$ cat config.mk
export PLATFORM = sky130hd
export DESIGN_NAME = dfs_core
export DESIGN_NICKNAME = d
export VERILOG_FILES = /design/src/logic/dfs_pkg.sv /design/src/logic/dfs_sine_rom.sv /design/src/logic/dfs_core.sv
export SDC_FILE = /design/constraint.sdc
export NUM_CORES = 1
export LEC_CHECK = 0
export BUFFER_PORTS_ARGS = -buffer_cell sky130_fd_sc_hd__buf_4
export CORE_ASPECT_RATIO = 0.7
export CORE_UTILIZATION = 40
export CTS_BUF_LIST = sky130_fd_sc_hd__clkbuf_8
export CTS_CLUSTER_DIAMETER = 50
export DETAILED_ROUTE_END_ITERATION = 6
export PLACE_DENSITY = 0.64
export SYNTH_ARGS = -nofsm -noshare
export SYNTH_HDL_FRONTEND = slang
export SYNTH_HIERARCHICAL = 1
export SYNTH_SLANG_ARGS = --single-unit
$ cat constraint.sdc
create_clock -name clk -period 2.66 [get_ports clk]
set_input_delay 0 -clock clk [delete_from_list [all_inputs] [get_ports clk]]
set_output_delay 0 -clock clk [all_outputs]
set_load 0.02 [all_outputs]
$ cat src/logic/dfs_pkg.sv
// Purpose: Shared constants and carriers for the DDS frequency synthesizer core
// Assumes: 50 MHz reference clock, control words presented as plain ports
// Notes:   Field positions follow the 24-bit control word layout
package dfs_pkg;

  localparam int ACC_W      = 24;
  localparam int SET_W      = 22;
  localparam int DEV_W      = 8;
  localparam int DEV_SHIFT  = 2;
  localparam int ACCEL_W    = 3;
  localparam int WORD_W     = 24;

  // Field positions inside the control words
  localparam int A_SET_LSB  = 0;
  localparam int B_SET_LSB  = 0;
  localparam int D_DEV_LSB  = 13;
  localparam int C_MOD_BIT  = 16;
  localparam int C_DIV_BIT  = 17;
  localparam int C_ACC_LSB  = 18;
  localparam int X_OSC_BIT  = 11;

  // Reset values
  localparam logic [SET_W-1:0]   SET_RST   = 22'h000000;
  localparam logic [DEV_W-1:0]   DEV_RST   = 8'h00;
  localparam logic [ACCEL_W-1:0] ACCEL_RST = 3'h0;
  localparam logic               DIV_RST   = 1'b0;
  localparam logic               MOD_RST   = 1'b0;
  localparam logic [ACC_W-1:0]   ACC_RST   = 24'h000000;

  // Divider ratios
  localparam int DIV_LOW  = 256;
  localparam int DIV_HIGH = 512;

  typedef enum logic [1:0] {
    DFS_IDLE  = 2'b00,
    DFS_RUN   = 2'b01,
    DFS_ACQ   = 2'b10
  } dfs_state_e;

  typedef struct packed {
    logic [SET_W-1:0]   mode0_freq_setting;
    logic [SET_W-1:0]   mode1_freq_setting;
    logic [DEV_W-1:0]   fsk_deviation;
    logic               modulation_select;
    logic               divider_ratio_sel;
    logic [ACCEL_W-1:0] acquisition_accel;
    logic [1:0]         osc_enable_per_mode;
  } dfs_cfg_s;

endpackage

$ cat src/logic/dfs_sine_rom.sv
// Purpose: Full-period sine lookup from accumulator phase
// Assumes: Registered output, one cycle latency
// Notes:   Table is filled by an initial block at time zero
`timescale 1ns/1ps
module dfs_sine_rom #(
  parameter int ADDR_W = 8,
  parameter int DATA_W = 11
) (
  input  wire logic              clk,
  input  wire logic              rst,
  input  wire logic [ADDR_W-1:0] phase,
  output logic      [DATA_W-1:0] sample
);

  localparam int DEPTH = 1 << ADDR_W;
  localparam real PI   = 3.14159265358979;

  logic [DATA_W-1:0] table_q [DEPTH];

  // Offset-binary sine sample for one table slot
  function automatic logic [DATA_W-1:0] sineAt(input int idx);
    real r;
    r = $sin(2.0 * PI * idx / DEPTH);
    return DATA_W'($rtoi((r + 1.0) * (((1 << DATA_W) - 1) / 2.0)));
  endfunction

  initial begin
    for (int i = 0; i < DEPTH; i++) begin
      table_q[i] = sineAt(i);
    end
  end

  always_ff @(posedge clk) begin
    if (rst) begin
      sample <= '0;
    end else begin
      sample <= table_q[phase];
    end
  end

endmodule

$ cat src/logic/dfs_core.sv
// Purpose: Phase accumulator, frequency word selection and PLL control outputs
// Assumes: Control words held steady by the programming side; pins synchronous to clk
// Notes:   Accumulator phase never restarts except on reset
`timescale 1ns/1ps
module dfs_core #(
  parameter int ROM_ADDR_W = 8,
  parameter int DAC_W      = 11
) (
  input  wire logic                            clk,
  input  wire logic                            rst,
  input  wire logic                            cfgLoadA,
  input  wire logic                            cfgLoadB,
  input  wire logic                            cfgLoadC,
  input  wire logic                            cfgLoadD,
  input  wire logic [dfs_pkg::WORD_W-1:0]      cfgWord,
  input  wire logic                            standby,
  input  wire logic                            modeSel,
  input  wire logic                            txData,
  input  wire logic                            pllLocked,
  output logic      [dfs_pkg::ACC_W-1:0]       phaseAcc,
  output logic      [DAC_W-1:0]                dacSample,
  output logic      [dfs_pkg::ACC_W-1:0]       freqWord,
  output logic                                 divideBy512,
  output logic                                 acquisition_pump_out,
  output logic      [dfs_pkg::ACCEL_W-1:0]     pumpGain,
  output logic                                 oscEnable
);

  dfs_pkg::dfs_cfg_s cfg_q;
  logic [dfs_pkg::ACC_W-1:0] acc_q;
  logic [dfs_pkg::ACC_W-1:0] word_q;
  logic [dfs_pkg::ACC_W-1:0] word_d;
  logic [DAC_W-1:0]          sample;
  dfs_pkg::dfs_state_e       state_q;

  // Zero-extend a 22-bit setting into the 24-bit frequency word
  function automatic logic [dfs_pkg::ACC_W-1:0] widen(input logic [dfs_pkg::SET_W-1:0] s);
    return {{(dfs_pkg::ACC_W - dfs_pkg::SET_W){1'b0}}, s};
  endfunction

  // Settings are static; standby does not touch them
  // settings retained in standby
  always_ff @(posedge clk) begin
    if (rst) begin
      cfg_q.mode0_freq_setting <= dfs_pkg::SET_RST;
      cfg_q.mode1_freq_setting <= dfs_pkg::SET_RST;
      cfg_q.fsk_deviation      <= dfs_pkg::DEV_RST;
      cfg_q.modulation_select  <= dfs_pkg::MOD_RST;
      cfg_q.divider_ratio_sel  <= dfs_pkg::DIV_RST;
      cfg_q.acquisition_accel  <= dfs_pkg::ACCEL_RST;
      cfg_q.osc_enable_per_mode <= 2'h0;
    end else begin
      if (cfgLoadA) begin
        cfg_q.mode0_freq_setting <= cfgWord[dfs_pkg::A_SET_LSB +: dfs_pkg::SET_W];
      end
      if (cfgLoadB) begin
        cfg_q.mode1_freq_setting <= cfgWord[dfs_pkg::B_SET_LSB +: dfs_pkg::SET_W];
      end
      // divider bit and accel field from C word
      if (cfgLoadC) begin
        cfg_q.modulation_select  <= cfgWord[dfs_pkg::C_MOD_BIT];
        cfg_q.divider_ratio_sel  <= cfgWord[dfs_pkg::C_DIV_BIT];
        cfg_q.acquisition_accel  <= cfgWord[dfs_pkg::C_ACC_LSB +: dfs_pkg::ACCEL_W];
        // mode-1 oscillator enable owned by controller
        cfg_q.osc_enable_per_mode[1] <= cfgWord[dfs_pkg::X_OSC_BIT];
      end
      if (cfgLoadD) begin
        cfg_q.fsk_deviation          <= cfgWord[dfs_pkg::D_DEV_LSB +: dfs_pkg::DEV_W];
        cfg_q.osc_enable_per_mode[0] <= cfgWord[dfs_pkg::X_OSC_BIT];
      end
    end
  end

  // top two bits of the word stay zero unless deviation is added
  // deviation only with modulation select clear
  // deviation scaled by four when data high
  always_comb begin
    word_d = widen(modeSel ? cfg_q.mode1_freq_setting : cfg_q.mode0_freq_setting);
    if (!cfg_q.modulation_select && txData) begin
      word_d = dfs_pkg::ACC_W'(word_d + (dfs_pkg::ACC_W'(cfg_q.fsk_deviation) << dfs_pkg::DEV_SHIFT));
    end
  end

  // word reload never touches the phase
  always_ff @(posedge clk) begin
    if (rst) begin
      word_q <= dfs_pkg::ACC_RST;
    end else begin
      word_q <= word_d;
    end
  end

  always_ff @(posedge clk) begin
    if (rst) begin
      acc_q <= dfs_pkg::ACC_RST;
    end else begin
      acc_q <= dfs_pkg::ACC_W'(acc_q + word_q);
    end
  end

  // phase top bits address sine table
  dfs_sine_rom #(
    .ADDR_W (ROM_ADDR_W),
    .DATA_W (DAC_W)
  ) u_rom (
    .clk    (clk),
    .rst    (rst),
    .phase  (acc_q[dfs_pkg::ACC_W-1 -: ROM_ADDR_W]),
    .sample (sample)
  );

  // Lock tracking for the acquisition aid
  always_ff @(posedge clk) begin
    if (rst) begin
      state_q <= dfs_pkg::DFS_IDLE;
    end else begin
      case (state_q)
        dfs_pkg::DFS_IDLE: begin
          if (!standby) begin
            state_q <= pllLocked ? dfs_pkg::DFS_RUN : dfs_pkg::DFS_ACQ;
          end
        end
        dfs_pkg::DFS_ACQ: begin
          if (standby) begin
            state_q <= dfs_pkg::DFS_IDLE;
          end else if (pllLocked) begin
            state_q <= dfs_pkg::DFS_RUN;
          end
        end
        dfs_pkg::DFS_RUN: begin
          if (standby) begin
            state_q <= dfs_pkg::DFS_IDLE;
          end else if (!pllLocked) begin
            state_q <= dfs_pkg::DFS_ACQ;
          end
        end
        default: begin
          state_q <= dfs_pkg::DFS_IDLE;
        end
      endcase
    end
  end

  // Registered outputs
  always_ff @(posedge clk) begin
    if (rst) begin
      phaseAcc             <= dfs_pkg::ACC_RST;
      dacSample            <= '0;
      freqWord             <= dfs_pkg::ACC_RST;
      divideBy512          <= dfs_pkg::DIV_RST;
      acquisition_pump_out <= 1'b0;
      pumpGain             <= dfs_pkg::ACCEL_RST;
      oscEnable            <= 1'b0;
    end else begin
      phaseAcc             <= acc_q;
      dacSample            <= sample;
      freqWord             <= word_q;
      divideBy512          <= cfg_q.divider_ratio_sel;
      acquisition_pump_out <= (state_q == dfs_pkg::DFS_ACQ) && !pllLocked;
      pumpGain             <= cfg_q.acquisition_accel;
      oscEnable            <= cfg_q.osc_enable_per_mode[modeSel];
    end
  end

  a_acc_step: assert property (@(posedge clk) disable iff (rst)
    !$past(rst) |-> acc_q == 24'($past(acc_q) + $past(word_q)))
    else $error("accumulator step wrong");

  a_word_top: assert property (@(posedge clk) disable iff (rst)
    (cfg_q.modulation_select || !txData) |-> word_d[23:22] == 2'h0)
    else $error("frequency word top bits set");

  a_mode_pick: assert property (@(posedge clk) disable iff (rst)
    !txData |=> word_q == widen($past(modeSel) ? $past(cfg_q.mode1_freq_setting)
                                               : $past(cfg_q.mode0_freq_setting)))
    else $error("mode setting not selected");

  a_fsk_gate: assert property (@(posedge clk) disable iff (rst)
    cfg_q.modulation_select |-> word_d == widen(modeSel ? cfg_q.mode1_freq_setting : cfg_q.mode0_freq_setting))
    else $error("deviation applied with modulation select set");

  a_fsk_dev: assert property (@(posedge clk) disable iff (rst)
    (!cfg_q.modulation_select && txData) |=>
      word_q == 24'(widen($past(modeSel) ? $past(cfg_q.mode1_freq_setting)
                    : $past(cfg_q.mode0_freq_setting)) + {14'h0, $past(cfg_q.fsk_deviation), 2'h0}))
    else $error("deviation not four times value");

  a_keep_std: assert property (@(posedge clk) disable iff (rst)
    (standby && !cfgLoadA) |=> $stable(cfg_q.mode0_freq_setting))
    else $error("setting lost in standby");

  a_div_sel: assert property (@(posedge clk) disable iff (rst)
    cfgLoadC |-> ##2 divideBy512 == $past(cfgWord[17], 2))
    else $error("divider select wrong");

  a_pump_lock: assert property (@(posedge clk) disable iff (rst)
    pllLocked |=> !acquisition_pump_out)
    else $error("acquisition pump on while locked");

  a_gain_map: assert property (@(posedge clk) disable iff (rst)
    cfgLoadC |-> ##2 pumpGain == $past(cfgWord[20:18], 2))
    else $error("acceleration field wrong");

  a_dev_load: assert property (@(posedge clk) disable iff (rst)
    cfgLoadD |=> cfg_q.fsk_deviation == $past(cfgWord[20:13]))
    else $error("deviation field wrong");

  a_mode0_load: assert property (@(posedge clk) disable iff (rst)
    cfgLoadA |=> cfg_q.mode0_freq_setting == $past(cfgWord[21:0]))
    else $error("mode-0 field wrong");

  a_phase_keep: assert property (@(posedge clk) disable iff (rst)
    $changed(modeSel) |=> acc_q != 24'h000000 || $past(acc_q) + $past(word_q) == 25'h0000000
                          || $past(acc_q) + $past(word_q) == 25'h1000000)
    else $error("phase restarted on mode change");

  a_rst_clr: assert property (@(posedge clk)
    rst |=> acc_q == 24'h000000)
    else $error("accumulator not cleared by reset");

endmodule

==> flow_summary.ini, run 1 <==
[synthesis]
synth_top_family_by_area = simple AND/OR/NAND/NOR gates
synth-simple-area-share_pct = 22.2
synth_area_leaders = dfxtp_1 35%, mux2i_1 6.8%, ha_1 5.8%
yosysTopAreaCellShare_pct = 35.3
synth_compound_area_share_pct = 19.5
synth_top_area_cell = dfxtp_1
synth_cell_types = 88
synth_fa_ha_area_share_pct = 6.27
synthCells = 1213
syn_area_per_cell_sq_um = 8.57
syn-cell-area_sq_um = 10400
synth_xor_area_share_pct = 2.44
yosysSeqAreaShare_pct = 35.3
yosys_warnings = 6
ys_top_cells_by_count = 183 x dfxtp_1, 153 x nor2_1, 85 x nor2b_1
synthMuxAreaShare_pct = 9.33
syn_nets = 1297
post-synth-top-count-cell = dfxtp_1
synthArstFlopShare_pct = 0
synth-main-ff-cell = dfxtp_1
synth-edff-count = 0
synth-seq-cells = 183

[timing]
hold_slack_ns = 0.0292
slew_violations = 0
fin_worst_skew_ns = 0.0254
final_hold_viol_count = 0
worst_pin_slew_ns = 0.649
setup_viol = 0
setup-tns-final_ns = 0
fin_crit_ns = 2.64
relSlewSlack_pct = 56.4
rsz0062_at_grt = no
fin_crit_sh_pct = 99.3
fmax_mhz = 379

[power_and_ir_drop]
intPower_mw = 4.36
pwr-share-comb_pct = 26.6
ir_worst_vdd_v = 0.000376
p_sw_mw = 2.32
swShare_pct = 34.7
power_leakage_nw = 5.21
clockPowerShare_pct = 27.9
power_frac_seq_pct = 45.5
p_per_area_nw_per_um2 = 542
power_mw = 6.68

[drt]
drt_first_pass_iters = 6
routed_wl_um = 34100
avgViaCountPerCell = 5.84
num_vias = 9777
drtIter0Drc = 1226
ant_nets = 0
drt-wirelength-per-cell_um = 20.3
drc_errors = 0

[setup_path]
crit_type = flip-flop to flip-flop
slowest_stage = a221oi_1
max_stage_delay_ns = 0.48
path_cells = inv_1 -> ha_1 -> nand2_1 -> o21ai_0 -> a221oi_1 -> buf_4 -> nor3_1 -> o41ai_1 -> o22ai_1
cp-end-kind = flip-flop
crit_fanout = 8
crit_required_ns = 3.01
start_kind = flip-flop
arrival_ns = 2.99

[die]
row_count = 48
core-area_sq_um = 25000
dieArea_sq_um = 26600
initial_core_util_pct = 41.5
io_pins = 99
chipWidth_um = 195
dieHeight_um = 137

[clocking]
cts_buffers = 17
path_clk_slew_ns = 0.11
cts_buffer_depth = 2
postCtsSetupBuffers = 0
htree_levels = 4
worstSkewPairLatency_ns = 0.49
cts_sinks = 183
ctsRootBufferMaster = clkbuf_8
cts_tree = yes

[finish]
areaGrowthSynthToFinish_pct = 18.6
diodes = 0
final_nets = 1420
drive_gt1_share_pct = 17.6
fill_cells = 2377

[global_route]
grt_first_pass_wirelength_um = 52000
antenna_found_initial = 1
grt_max_degree = 82
grt_pass1_vias = 8957
overflow = 0
grt_use_total_pct = 25.6

[worst_hold_path]
min_path_type = input pin to flip-flop

[job]
cap_violations = 0

[place]
gp_congestion = 1.09
dp_hpwl_um = 24700
port_buffers = 95

[status]
outcome = finished clean
## worst paths after layout
check                              from                          to  slack (ns)  cells after the start
max reg2reg        acc_q[17]$_SDFF_PP0_  u_rom/sample[1]$_SDFF_PP0_        0.02                      9
max                acc_q[17]$_SDFF_PP0_  u_rom/sample[1]$_SDFF_PP0_        0.02                      9
min                            cfgLoadA      cfg_q[46]$_SDFFE_PP0P_        0.03                      3
min reg2reg  u_rom/sample[4]$_SDFF_PP0_     dacSample[4]$_SDFF_PP0_        0.45                      1
## routing by layer
layer	wire length (um)	GRT usage, %
met5	0	0
met4	570	7.01
met3	4210	9.83
met2	13000	33.2
met1	16300	38.1
## timing repair
action	in CTS	in global routing
setup endpoints to repair	0	2
gates resized for setup	0	2
hold buffers	31	1
endpoints found under the hold margin	93	1
## worst max-delay path, delay by kind of cell, from the launching register on
kind                       cells  cell delay [ns]
and+or+nand+nor                2             0.30
DFF                            1             0.44
AOI/OAI and AO/OA              4             1.04
buffers and inverters          2             0.30
adders and majority gates      1             0.43
## cell families after synthesis
group           after synthesis
buf+inv                     102
other cells                   1
xor+xnor                     29
compound gates              301
fa+ha+maj                    51
mux                          92
simple gates                454
flops                       183
## registers in the layout, summed over array words and instances, names as in the netlist, 2 cells and up
register      flops
phaseAcc         24
acc_q            24
freqWord         23
pumpGain          3
u_rom/sample     11
cfg_q            59
dacSample        11
state_q           2
word_q           23
## placed cells by master, fill, tap and decap left out, types with 8 or more instances in the layout
| master | count |
|---|---|
| nand2_1 | 64 |
| o211ai_1 | 15 |
| nand3_1 | 30 |
| a211oi_1 | 18 |
| xnor2_1 | 20 |
| dlygate4sd3_1 | 32 |
| o21ai_1 | 8 |
| nor3_1 | 23 |
| nor2b_1 | 85 |
| mux2_2 | 13 |
| ha_1 | 48 |
| dfxtp_1 | 180 |
| nand2b_1 | 28 |
| o31ai_1 | 10 |
| nor2_1 | 153 |
| buf_4 | 152 |
| nand4_1 | 13 |
| a31oi_1 | 23 |
| a21o_1 | 12 |
| xor2_1 | 9 |
| a21oi_1 | 66 |
| mux2i_1 | 71 |
| o21ai_0 | 60 |
| inv_1 | 12 |
| and3_1 | 8 |
| clkbuf_8 | 18 |
## per-stage QoR
stage / instance area (sq um) / setup slack [ns] / instances / utilization, %
floorplan: 10400 / 0.129 / 1213 / -
global placement: 11600 / 0.107 / 1610 / 46.4
detailed placement: 11600 / 0.156 / 1610 / 46.4
CTS: 12300 / 0.133 / 1673 / 49.1
global route: 12300 / 0.00435 / 1674 / 49.2
finish: 12300 / 0.0197 / 1674 / 49.2
## final cells by class
cell class | instances | area [sq um] | area share [%]
Multi-Input combinational cell | 928 | 6220 | 50.5
Sequential cell | 183 | 3670 | 29.8
Timing Repair Buffer | 191 | 1590 | 12.9
Tap cell | 325 | 407 | 3.30
Clock buffer | 18 | 248 | 2.01
Clock inverter | 14 | 135 | 1.10
Inverter | 15 | 56.3 | 0.457
## power groups by stage
| stage | registers, mW | clock network (mW) | logic [mW] |
|---|---|---|---|
| floorplan | 3.13 | 0 | 1.05 |
| global placement | 3.10 | 0 | 1.68 |
| detailed placement | 3.10 | 0 | 1.67 |
| CTS | 3.04 | 1.90 | 1.72 |
| global route | 3.06 | 2.03 | 1.90 |
| finish | 3.04 | 1.86 | 1.78 |
(Power assumes the default switching activity.)
==> run 2: changes to the inputs <==
Settings changed: CORE_UTILIZATION 40 to 56, PLACE_DENSITY 0.64 to 0.83.
==> flow_summary.ini, run 2 (synthesized netlist as in run 1, its figures left out) <==
[drt]
ant_nets = 0
drt-wirelength-per-cell_um = 23.4
drtIter0Drc = 1356
drc_errors = 0
routed_wl_um = 37400
num_vias = 10244
drt_first_pass_iters = 6
avgViaCountPerCell = 6.41

[power_and_ir_drop]
p_per_area_nw_per_um2 = 548
ir_worst_vdd_v = 0.000344
power_leakage_nw = 5.27
power_mw = 6.75

[global_route]
grt_use_total_pct = 39.0
grt_first_pass_wirelength_um = 55100
grt_pass1_vias = 9367
overflow = 0
grt_max_degree = 94
antenna_found_initial = 2

[setup_path]
start_kind = flip-flop
cp-end-kind = flip-flop
r2r-start = acc_q[17]$_SDFF_PP0_
worstReg2RegEnd = u_rom/sample[5]$_SDFF_PP0_
arrival_ns = 2.97
ff2ff_setup_slack_ns = 0.08
r2r_cells = 8
crit_required_ns = 3.05
crit_type = flip-flop to flip-flop
crit_fanout = 7

[worst_hold_path]
hp-start = cfgLoadB
hold_end = cfg_q[23]$_SDFFE_PP0P_
min_path_type = input pin to flip-flop
hold_depth = 3

[timing]
final_hold_viol_count = 0
worst_pin_slew_ns = 0.611
setup_viol = 0
setup-tns-final_ns = 0
relSlewSlack_pct = 59.1
rsz0062_at_grt = no
hold_slack_ns = 0.0226
setup_ws_ns = 0.0814
fin_crit_ns = 2.58
fin_crit_sh_pct = 96.9
slew_violations = 0
fmax_mhz = 388
fin_worst_skew_ns = 0.0254

[finish]
top_register = cfg_q
fill_cells = 1412
ff_latch_area_sq_um = 3670
final_nets = 1431
largestRegisters = cfg_q: 59 flops, acc_q: 24 flops, phaseAcc: 24 flops
multi_input_area_sq_um = 6210
drive_gt1_share_pct = 18.3
areaGrowthSynthToFinish_pct = 18.4
mostFrequentLayoutCell = dfxtp_1
largest_reg_flops = 59
mostFrequentLayoutCells = 180 x dfxtp_1, 162 x buf_4, 153 x nor2_1

[clocking]
cts_sinks = 183
cts_buffer_depth = 2
cts_tree = yes
cts_buffers = 17
postCtsSetupBuffers = 0
htree_levels = 4
path_clk_slew_ns = 0.12
worstSkewPairLatency_ns = 0.49
ctsRootBufferMaster = clkbuf_8

[die]
chipWidth_um = 165
dieArea_sq_um = 19100
io_pins = 99
dieHeight_um = 116
core-area_sq_um = 18100
row_count = 41
initial_core_util_pct = 57.4

[status]
outcome = finished clean

[place]
port_buffers = 95
gp_congestion = 1.08
dp_hpwl_um = 25600
pre_cts_ws_ns = 0.199

[job]
cap_violations = 0
run 2: metrics by stage:
step	std cells	utilization (%)	area [sq um]
after floorplan	1213	-	10400
after global placement	1534	64.2	11600
after detailed placement	1534	64.2	11600
after CTS	1596	67.9	12300
after global routing	1596	67.9	12300
final	1597	68.0	12300
run 2: power breakdown:
group	leakage (nW)	switching [mW]	total, mW	internal, mW
Combinational	3.58	1.11	1.84	0.737
Clock	0.192	1.16	1.85	0.685
Sequential	1.50	0.129	3.06	2.93
Total	5.27	2.40	6.75	4.35
run 2: worst max path at each step:
| stage | from | end | slack [ns] | cells after the start |
|---|---|---|---|---|
| after CTS | acc_q[17]$_SDFF_PP0_ | acc_q[22]$_SDFF_PP0_ | 0.17 | 8 |
| final | acc_q[17]$_SDFF_PP0_ | u_rom/sample[5]$_SDFF_PP0_ | 0.08 | 8 |
| after global placement | acc_q[17]$_SDFF_PP0_ | acc_q[22]$_SDFF_PP0_ | 0.24 | 8 |
| after floorplan | acc_q[16]$_SDFF_PP0_ | u_rom/sample[1]$_SDFF_PP0_ | 0.13 | 8 |
| after detailed placement | acc_q[17]$_SDFF_PP0_ | acc_q[22]$_SDFF_PP0_ | 0.20 | 8 |
| after global routing | cfg_q[39]$_SDFFE_PP0P_ | word_q[20]$_SDFF_PP0_ | 0.03 | 9 |
run 2: metal layers:
| metal | wire, um | global-route usage [%] | up-vias |
|---|---|---|---|
| met4 | 878 | 11.1 | 4 |
| met3 | 5200 | 15.2 | 95 |
| met5 | 23 | 0 | - |
| met2 | 14800 | 53.8 | 698 |
| li1 | - | - | 4639 |
| met1 | 16500 | 55.6 | 4808 |
run 2: cell type report:
class                           instances  area share (%)
Antenna cell                            1          0.0203
Clock buffer                           17            1.90
Clock inverter                         15            1.12
Inverter                               15           0.458
Multi-Input combinational cell        928            50.5
Sequential cell                       183            29.8
Tap cell                              236            2.40
Timing Repair Buffer                  202            13.8
run 2: what timing repair did:
| action | CTS | global route |
|---|---|---|
| setup endpoints to repair | 0 | 2 |
| hold endpoints to repair | 103 | 0 |
| hold buffers | 30 | 0 |
| gates resized for setup | 0 | 2 |
run 2: worst max-delay path: stages, from the launching register on:
cell	delay [ns]
dfxtp_1	0.39
inv_1	0.10
ha_1	0.46
nor2b_2	0.34
a221o_1	0.19
a21oi_1	0.04
o311ai_1	0.50
a221oi_1	0.19
a311oi_1	0.26
